==> src/common/ctsr_pkg.sv <==
// Shared constants and types for the common trigger and status registers
package ctsr_pkg;
    localparam int NCHAN = 4;
    // Register offsets
    localparam logic [7:0] CFG_ADDR  = 8'h1f;
    localparam logic [7:0] TRIG_ADDR = 8'h20;
    localparam logic [7:0] CLR_ADDR  = 8'h21;
    localparam logic [7:0] STAT_ADDR = 8'h22;
    localparam logic [7:0] CMP_ADDR  = 8'h23;
    // Trigger register fields
    localparam int KEY_LSB    = 12;
    localparam int RST_LSB    = 8;
    localparam int PROG_BIT   = 1;
    localparam int RELOAD_BIT = 0;
    localparam logic [3:0] UNLOCK_KEY      = 4'h5;
    localparam logic [3:0] SOFT_RESET_CODE = 4'ha;
    localparam logic [3:0] KEY_RESET       = 4'h0;
    // Lock bit in the configuration register
    localparam int LOCK_BIT = 14;
    // Comparator clear bits: channel n at CLR_TOP - CLR_STEP * n
    localparam int CLR_TOP  = 15;
    localparam int CLR_STEP = 4;
    // Status and comparator flag register fields
    localparam int TRIM_FAIL_BIT  = 15;
    localparam int USER_FAIL_BIT  = 14;
    localparam int CHAN_BUSY_LSB  = 9;
    localparam int STORE_BUSY_BIT = 8;
    localparam int PART_LSB       = 2;
    localparam int REV_LSB        = 0;
    localparam int CMP_FLAG_LSB   = 0;
    // Identity values, arbitrary
    localparam logic [5:0] PART_ID = 6'h2d;
    localparam logic [1:0] REV_ID  = 2'h1;

    typedef struct packed {
        logic        wr;
        logic        rd;
        logic [7:0]  addr;
        logic [15:0] data;
    } ctsr_bus_req_type;

    typedef struct packed {
        logic prog;
        logic reload;
    } ctsr_store_cmd_type;

    typedef enum logic [1:0] {
        ST_IDLE   = 2'b00,
        ST_PROG   = 2'b01,
        ST_RELOAD = 2'b10
    } ctsr_store_state_type;
endpackage

==> src/ctsr_sync.sv <==
// Three-stage comparator output synchroniser with agreement filter
module ctsr_sync
(
    // Clock and reset
    input  logic                       clk,
    input  logic                       rst_b,
    // Comparator outputs
    input  logic [ctsr_pkg::NCHAN-1:0] cmpRaw,
    output logic [ctsr_pkg::NCHAN-1:0] cmpFlag
);
    import ctsr_pkg::*;

    logic [NCHAN-1:0] stage1;
    logic [NCHAN-1:0] stage2;
    logic [NCHAN-1:0] stage3;
    logic [NCHAN-1:0] next_cmpFlag;

    genvar ch;
    generate
        for (ch = 0; ch < NCHAN; ch++)
        begin : g_chan
            // Change counts once stages two and three agree
            assign next_cmpFlag[ch] = (stage2[ch] == stage3[ch]) ?
                                      stage3[ch] : cmpFlag[ch];

        end
    endgenerate

    always_ff @(posedge clk or negedge rst_b)
    begin
        if (!rst_b)
        begin
            stage1  <= '0;
            stage2  <= '0;
            stage3  <= '0;
            cmpFlag <= '0;
        end
        else
        begin
            stage1  <= cmpRaw;
            stage2  <= stage1;
            stage3  <= stage2;
            cmpFlag <= next_cmpFlag;
        end
    end
endmodule

==> src/ctsr_store_seq.sv <==
// Program and reload sequencer for the nonvolatile store
module ctsr_store_seq
(
    // Clock and reset
    input  logic                          clk,
    input  logic                          rst_b,
    // Requests from the trigger register
    input  logic                          progReq,
    input  logic                          reloadReq,
    input  logic                          softReset,
    output logic                          progTake,
    output logic                          reloadTake,
    // Store side
    output ctsr_pkg::ctsr_store_cmd_type  storeCmd,
    input  logic                          storeDone,
    input  logic                          storeCrcBad,
    input  logic                          storeBusyIn,
    // Status
    output logic                          storeBusy,
    output logic                          userFailSet
);
    import ctsr_pkg::*;

    ctsr_store_state_type state;
    ctsr_store_state_type next_state;
    ctsr_store_cmd_type   next_storeCmd;
    logic                 next_userFailSet;
    logic                 idleFree;

    // Store counts busy while external store or sequence is active
    assign storeBusy  = (state != ST_IDLE) || storeBusyIn;
    assign idleFree   = !storeBusy && !softReset;
    assign progTake   = idleFree && progReq;
    assign reloadTake = idleFree && reloadReq && !progReq;

    always_comb
    begin
        next_state       = state;
        next_storeCmd    = '0;
        next_userFailSet = 1'b0;
        case (state)
            ST_IDLE:
            begin
                if (progTake)
                begin
                    next_state         = ST_PROG;
                    next_storeCmd.prog = 1'b1;
                end
                else if (reloadTake)
                begin
                    next_state           = ST_RELOAD;
                    next_storeCmd.reload = 1'b1;
                end
            end
            ST_PROG:
            begin
                if (storeDone)
                begin
                    next_state = ST_IDLE;
                end
            end
            ST_RELOAD:
            begin
                if (storeDone)
                begin
                    next_state       = ST_IDLE;
                    next_userFailSet = storeCrcBad;
                end
            end
            default:
            begin
                next_state = ST_IDLE;
            end
        endcase
        if (softReset)
        begin
            next_state = ST_IDLE;
        end
    end

    always_ff @(posedge clk or negedge rst_b)
    begin
        if (!rst_b)
        begin
            state       <= ST_IDLE;
            storeCmd    <= '0;
            userFailSet <= 1'b0;
        end
        else
        begin
            state       <= next_state;
            storeCmd    <= next_storeCmd;
            userFailSet <= next_userFailSet;
        end
    end
endmodule

==> src/ctsr_common_regs.sv <==
// Common trigger, comparator clear and general status registers
module ctsr_common_regs
(
    // Clock and reset
    input  logic                          clk,
    input  logic                          rst_b,
    // Register access
    input  ctsr_pkg::ctsr_bus_req_type    busReq,
    output logic [15:0]                   rdData,
    output logic                          rdValid,
    // Device control
    output logic                          softReset,
    output logic                          registerLock,
    output logic [ctsr_pkg::NCHAN-1:0]    cmpClear,
    // Channel state
    input  logic [ctsr_pkg::NCHAN-1:0]    chanBusy,
    input  logic [ctsr_pkg::NCHAN-1:0]    cmpRaw,
    // Factory trim load
    input  logic                          trimLoadDone,
    input  logic                          trimCrcBad,
    // Nonvolatile store
    output ctsr_pkg::ctsr_store_cmd_type  storeCmd,
    input  logic                          storeDone,
    input  logic                          storeCrcBad,
    input  logic                          storeBusyIn
);
    import ctsr_pkg::*;

    logic [3:0]       keyField;
    logic [3:0]       next_keyField;
    logic             unlockArmed;
    logic             next_unlockArmed;
    logic             lockBit;
    logic             next_lockBit;
    logic             progReq;
    logic             next_progReq;
    logic             reloadReq;
    logic             next_reloadReq;
    logic             trimFail;
    logic             next_trimFail;
    logic             userFail;
    logic             next_userFail;
    logic             next_softReset;
    logic [NCHAN-1:0] next_cmpClear;
    logic [15:0]      next_rdData;
    logic             next_rdValid;
    logic             progTake;
    logic             reloadTake;
    logic             storeBusy;
    logic             userFailSet;
    logic [NCHAN-1:0] cmpFlag;
    logic             wrTrig;
    logic             wrClr;
    logic             wrCfg;
    logic [3:0]       wrKey;
    logic [3:0]       wrReset;

    // Write decode
    assign wrTrig       = busReq.wr && (busReq.addr == TRIG_ADDR);
    assign wrClr        = busReq.wr && (busReq.addr == CLR_ADDR);
    assign wrCfg        = busReq.wr && (busReq.addr == CFG_ADDR);
    assign wrKey        = busReq.data[KEY_LSB +: 4];
    assign wrReset      = busReq.data[RST_LSB +: 4];
    assign registerLock = lockBit;

    // Store sequencer
    ctsr_store_seq u_store_seq
    (
        .clk         (clk),
        .rst_b       (rst_b),
        .progReq     (progReq),
        .reloadReq   (reloadReq),
        .softReset   (softReset),
        .progTake    (progTake),
        .reloadTake  (reloadTake),
        .storeCmd    (storeCmd),
        .storeDone   (storeDone),
        .storeCrcBad (storeCrcBad),
        .storeBusyIn (storeBusyIn),
        .storeBusy   (storeBusy),
        .userFailSet (userFailSet)
    );

    // Comparator synchroniser
    ctsr_sync u_sync
    (
        .clk     (clk),
        .rst_b   (rst_b),
        .cmpRaw  (cmpRaw),
        .cmpFlag (cmpFlag)
    );

    // Control state next values
    always_comb
    begin
        next_keyField    = keyField;
        next_unlockArmed = unlockArmed;
        next_lockBit     = lockBit;
        next_progReq     = progReq;
        next_reloadReq   = reloadReq;
        next_trimFail    = trimFail;
        next_userFail    = userFail;
        next_softReset   = 1'b0;
        next_cmpClear    = '0;
        if (progTake)
        begin
            next_progReq = 1'b0;
        end
        if (reloadTake)
        begin
            next_reloadReq = 1'b0;
        end
        if (softReset)
        begin
            // Power-on equivalent clear of the key, lock, request and fail state
            next_keyField    = KEY_RESET;
            next_unlockArmed = 1'b0;
            next_lockBit     = 1'b0;
            next_progReq     = 1'b0;
            next_reloadReq   = 1'b0;
            next_trimFail    = 1'b0;
            next_userFail    = 1'b0;
        end
        else
        begin
            if (wrTrig)
            begin
                next_keyField    = wrKey;
                next_unlockArmed = (wrKey == UNLOCK_KEY);
                if (!lockBit)
                begin
                    next_softReset = (wrReset == SOFT_RESET_CODE);
                    if (busReq.data[PROG_BIT])
                    begin
                        next_progReq = 1'b1;
                    end
                    if (busReq.data[RELOAD_BIT])
                    begin
                        next_reloadReq = 1'b1;
                    end
                end
            end
            if (wrCfg)
            begin
                if (busReq.data[LOCK_BIT])
                begin
                    next_lockBit = 1'b1;
                end
                else if (unlockArmed)
                begin
                    next_lockBit = 1'b0;
                end
                next_unlockArmed = 1'b0;
            end
            if (wrClr && !lockBit)
            begin
                for (int ch = 0; ch < NCHAN; ch++)
                begin
                    next_cmpClear[ch] =
                        busReq.data[CLR_TOP - CLR_STEP * ch];
                end
            end
        end
        // Hardware set wins over reset clear
        if (trimLoadDone && trimCrcBad)
        begin
            next_trimFail = 1'b1;
        end
        if (userFailSet)
        begin
            next_userFail = 1'b1;
        end
    end

    // Read data
    always_comb
    begin
        next_rdValid = busReq.rd;
        next_rdData  = '0;
        if (busReq.rd)
        begin
            case (busReq.addr)
                TRIG_ADDR:
                begin
                    next_rdData[KEY_LSB +: 4]  = keyField;
                    next_rdData[PROG_BIT]      = progReq;
                    next_rdData[RELOAD_BIT]    = reloadReq;
                end
                CFG_ADDR:
                begin
                    next_rdData[LOCK_BIT] = lockBit;
                end
                STAT_ADDR:
                begin
                    next_rdData[TRIM_FAIL_BIT]          = trimFail;
                    next_rdData[USER_FAIL_BIT]          = userFail;
                    next_rdData[CHAN_BUSY_LSB +: NCHAN] = chanBusy;
                    next_rdData[STORE_BUSY_BIT]         = storeBusy;
                    next_rdData[PART_LSB +: 6]          = PART_ID;
                    next_rdData[REV_LSB +: 2]           = REV_ID;
                end
                CMP_ADDR:
                begin
                    next_rdData[CMP_FLAG_LSB +: NCHAN] = cmpFlag;
                end
                default:
                begin
                    next_rdData = '0;
                end
            endcase
        end
    end

    always_ff @(posedge clk or negedge rst_b)
    begin
        if (!rst_b)
        begin
            keyField    <= KEY_RESET;
            unlockArmed <= 1'b0;
            lockBit     <= 1'b0;
            progReq     <= 1'b0;
            reloadReq   <= 1'b0;
            trimFail    <= 1'b0;
            userFail    <= 1'b0;
            softReset   <= 1'b0;
            cmpClear    <= '0;
            rdData      <= '0;
            rdValid     <= 1'b0;
        end
        else
        begin
            keyField    <= next_keyField;
            unlockArmed <= next_unlockArmed;
            lockBit     <= next_lockBit;
            progReq     <= next_progReq;
            reloadReq   <= next_reloadReq;
            trimFail    <= next_trimFail;
            userFail    <= next_userFail;
            softReset   <= next_softReset;
            cmpClear    <= next_cmpClear;
            rdData      <= next_rdData;
            rdValid     <= next_rdValid;
        end
    end
endmodule

==> config.mk <==
export PLATFORM = sky130hd
export DESIGN_NAME = ctsr_common_regs
export DESIGN_NICKNAME = d
export VERILOG_FILES = /design/src/common/ctsr_pkg.sv /design/src/ctsr_sync.sv /design/src/ctsr_store_seq.sv /design/src/ctsr_common_regs.sv
export SDC_FILE = /design/constraint.sdc
export NUM_CORES = 1
export LEC_CHECK = 0
export BUFFER_PORTS_ARGS = -buffer_cell sky130_fd_sc_hd__buf_2
export CORE_ASPECT_RATIO = 0.5
export CORE_MARGIN = 2
export CORE_UTILIZATION = 34
export DETAILED_ROUTE_END_ITERATION = 16
export SLEW_MARGIN = 0
export SYNTH_ARGS = -nofsm -noshare
export SYNTH_HDL_FRONTEND = slang
export SYNTH_SLANG_ARGS = --single-unit
==> constraint.sdc <==
create_clock -name clk -period 3.9 [get_ports clk]
set_input_delay 0.78 -clock clk [delete_from_list [all_inputs] [get_ports clk]]
set_output_delay 0.78 -clock clk [all_outputs]
set_load 0.01 [all_outputs]
==> out/summary.txt <==
DETAILED ROUTING
--------------------------------------------------------------------------------
Final antenna-violating net count .................................            0
Mean routed wirelength per cell ...................................     12.72 um
Number of DRC violations after detailed routing ...................            0
First-pass detailed-route iteration total .........................            4
Starting DRT DRC Count ............................................           36
Final wirelength ..................................................     3.573 mm
Total number of vias ..............................................         1235
Detailed-route vias per instance ..................................        4.395

PLACED DESIGN
--------------------------------------------------------------------------------
Gp weighted congestion ............................................       0.7185
Half-perimeter wire length after placement ........................     2.662 mm
Count of input and output buffers .................................           60

STA
--------------------------------------------------------------------------------
Max Slew Vio Count ................................................            0
Total setup violations reported at the end of the flow ............            0
Setup clock skew after layout .....................................  0.008056 ns
Relative max-transition margin ....................................       27.66%
Slew at the pin closest to its max-slew limit .....................     1.085 ns
Ratio of final minimum period to clock period .....................       48.53%
Number of hold violations in the final report .....................            0
Final worst hold slack ............................................    0.3523 ns
Unrepaired setup endpoints after global routing ...................           no
Fmax ..............................................................   0.5284 GHz
Total negative slack ..............................................         0 ns
Final critical path time including I/O delays and setup ...........     1.893 ns

YOSYS
--------------------------------------------------------------------------------
Synth Net Count ...................................................          189
FF+latch count, synth .............................................           50
Fraction of synthesized cell area taken by the top area cell type .       65.66%
Leading post-synthesis cells by cell area ......................... dfrtp_1, mux2i_1, and2_1, nor2_1, maj3_1
Synth Instances ...................................................          146
Commonest cells post-synth ........................................ dfrtp_1, nor2_1, and2_1
Syn_area_per_cell .................................................   13.05 um^2
Post-synthesis instance area ......................................    1906 um^2
Post-synthesis sequential area ratio ..............................       65.66%
Synthesis Warnings ................................................            0
Most repeated cell in the gate-level netlist after synthesis ......      dfrtp_1
Number of enable-type register cells in the synthesized netlist ...            0
Share of synthesized registers carrying an async set or reset .....       100.0%
Cell taking the most area after synthesis .........................      dfrtp_1
Main synth FF type ................................................      dfrtp_1
Count of different cell masters after synthesis ...................           37

FINAL LAYOUT
--------------------------------------------------------------------------------
Ant diodes ........................................................            0
Ratio of cells with drive above 1 in the final layout .............       36.06%
Area added between synthesis and finish ...........................       24.43%
Number of nets at the end of the flow .............................          250
Core utilization of the finished layout ...........................       43.55%

PWR
--------------------------------------------------------------------------------
Areal power density over the cells ................................ 422.7 nW/um^2
Combinational group share of total power ..........................         9.2%
Standby leakage power .............................................     1.248 nW
Relative contribution of sequential cells to total power ..........        55.6%
Internal power of the cells .......................................  0.0007750 W
Clock Power Share .................................................        35.1%
Proportion of total power due to net switching ....................       22.66%
Net switching power ...............................................  0.0002271 W
Peak VDD IR .......................................................    0.1583 mV

GLOBAL ROUTE
--------------------------------------------------------------------------------
Antenna violations before repair ..................................            0
Grt ovf ...........................................................            0
First-pass GRT wire length ........................................     5.713 mm
Largest net degree at the start of global routing .................           51
Aggregate global-route resource usage .............................       12.32%
Vias in the first global route ....................................         1239

CTS
--------------------------------------------------------------------------------
Root Buffer Master ................................................     clkbuf_8
Number of buffers inserted by post-CTS setup repair ...............            0
Reg clk slew, reported paths ......................................      0.09 ns
Number of buffers inserted during clock tree synthesis ............            5
Clock buffer depth ................................................            2
H-Tree Depth ......................................................            2
Post-cts sizing count .............................................            0
CTS tree ..........................................................         done
Clock sink count ..................................................           50
Clock insertion delay at the later pin of the skew report .........      0.30 ns
# hold bufs at CTS ................................................            0

DIE
--------------------------------------------------------------------------------
DIE WIDTH .........................................................     109.9 um
Count of standard-cell rows .......................................           19
Initial standard-cell utilization of the core .....................       35.00%
Chip Height .......................................................     56.94 um
Number of top-level design ports ..................................           66
Die Outline Area ..................................................    6256 um^2
Area inside the core boundary .....................................    5444 um^2

WORST SETUP PATH
--------------------------------------------------------------------------------
Critical path data arrival time ...................................      2.13 ns
Critical path fanouts, max ........................................            4
Data required time at the worst endpoint ..........................      4.14 ns
Startpoint Class .................................................. primary input
Category of the most critical setup path ..........................       in2reg
CP Capture Type ...................................................         flop

WORST HOLD PATH
--------------------------------------------------------------------------------
Tightest Hold Check Type ..........................................      reg2reg

JOB
--------------------------------------------------------------------------------
Count of max-cap constraint violations ............................            0

STATUS
--------------------------------------------------------------------------------
Result of the run ................................................. complete, no violations

kinds of logic (layout without fill, tap and decap cells):
logic type | count (synthesis) | count (layout) | share of synthesized area, %
DFF | 50 | 50 | 65.66
muxes | 8 | 8 | 4.202
other | 1 | 1 | 0.1968
and+or+nand+nor | 56 | 56 | 18.52
adders and majority gates | 6 | 6 | 3.414
buffers and inverters | 11 | 73 | 2.823
AOI/OAI and AO/OA | 14 | 14 | 5.187
worst paths after layout:
| check | from | to | slack [ns] | depth (start not counted) |
|---|---|---|---|---|
| max | busReq[20] | cmpClear[3] | 2.01 | 5 |
| min | u_sync.stage1[1] | u_sync.stage2[1] | 0.35 | 0 |
| max in group asynchronous | rst_b | reloadReq | 2.56 | 1 |
| max reg2reg | softReset | cmpClear[3] | 2.36 | 4 |
| min in group asynchronous | rst_b | u_sync.stage2[1] | 0.68 | 1 |
| min reg2reg | u_sync.stage1[1] | u_sync.stage2[1] | 0.35 | 0 |
power groups by stage:
stage	logic [W]	registers, W	clock network (W)
floorplan	0.0000505	0.000566	0
global placement	0.0000924	0.000567	0
detailed placement	0.0000937	0.000568	0
CTS	0.0000944	0.000558	0.000365
global route	0.000108	0.000561	0.000385
finish	0.0000927	0.000557	0.000352
metal layers:
layer	vias up	GRT usage (%)	wire length, um
met5	-	0	0
met4	0	4.882	49
met3	4	3.886	189
met2	27	19.63	1675
met1	585	15.81	1659
li1	619	-	-
per-stage QoR:
step / cell area (um^2) / cells / setup WS, ns / power, W
3_5_place_dp: 2262 / 273 / 1.691 / 0.0006616
4_1_cts: 2371 / 281 / 2.000 / 0.001017
6_report: 2371 / 281 / 2.007 / 0.001002
2_1_floorplan: 1906 / 146 / 2.083 / 0.0006162
5_1_grt: 2371 / 281 / 1.868 / 0.001054
3_3_place_gp: 2262 / 273 / 1.760 / 0.0006596
sequential cells by signal, indices dropped and copies added (netlist names):
signal,cells
rdData,13
cmpClear,4
keyField,4
u_sync.cmpFlag,4
u_sync.stage1,4
u_sync.stage2,4
u_sync.stage3,4
u_store_seq.state,2
u_store_seq.storeCmd,2
progReq,1
rdValid,1
registerLock,1
reloadReq,1
softReset,1
trimFail,1
u_store_seq.userFailSet,1
unlockArmed,1
userFail,1
layout make-up:
type                    count  area, um^2
inverters                   5       18.77
multi-input cells          85       600.6
well taps                  73       91.34
fillers                   520        3073
flip-flops and latches     50        1251
repair buffers             60       300.3
clock inverters             3       40.04
clock buffers               5       68.82
worst max-delay path: stages:
cell and delay (ns):
buf_2 0.12, nor4b_4 0.44, nand3_1 0.20, nor3_1 0.39
and2_1 0.20
cells in the final DEF, fill, tap and decap left out:
| master | instances |
|---|---|
| ha_1 | 2 |
| nor4_2 | 1 |
| o2bb2ai_1 | 1 |
| nand3_4 | 1 |
| conb_1 | 1 |
| nor3b_1 | 2 |
| dfrtp_1 | 50 |
| nand2b_1 | 1 |
| nor3b_4 | 1 |
| nor2b_1 | 1 |
| or2_2 | 1 |
| o21ai_0 | 3 |
| mux2i_1 | 8 |
| and2_1 | 10 |
| a21o_1 | 1 |
| nand4_2 | 1 |
| a22o_1 | 2 |
| nor3_1 | 6 |
| a32oi_1 | 1 |
| a31o_2 | 1 |
| a21oi_1 | 3 |
| inv_1 | 5 |
| nand3_1 | 3 |
| and3b_1 | 1 |
| a21boi_0 | 1 |
| nand4b_1 | 1 |
| and3_1 | 1 |
| nor4bb_1 | 2 |
| bufinv_16 | 1 |
| clkbuf_8 | 5 |
| buf_2 | 60 |
| a32o_1 | 1 |
| maj3_1 | 4 |
| nand2_1 | 8 |
| nor4b_4 | 1 |
| clkinv_2 | 2 |
| nor2_1 | 14 |
(Power assumes the default switching activity.)
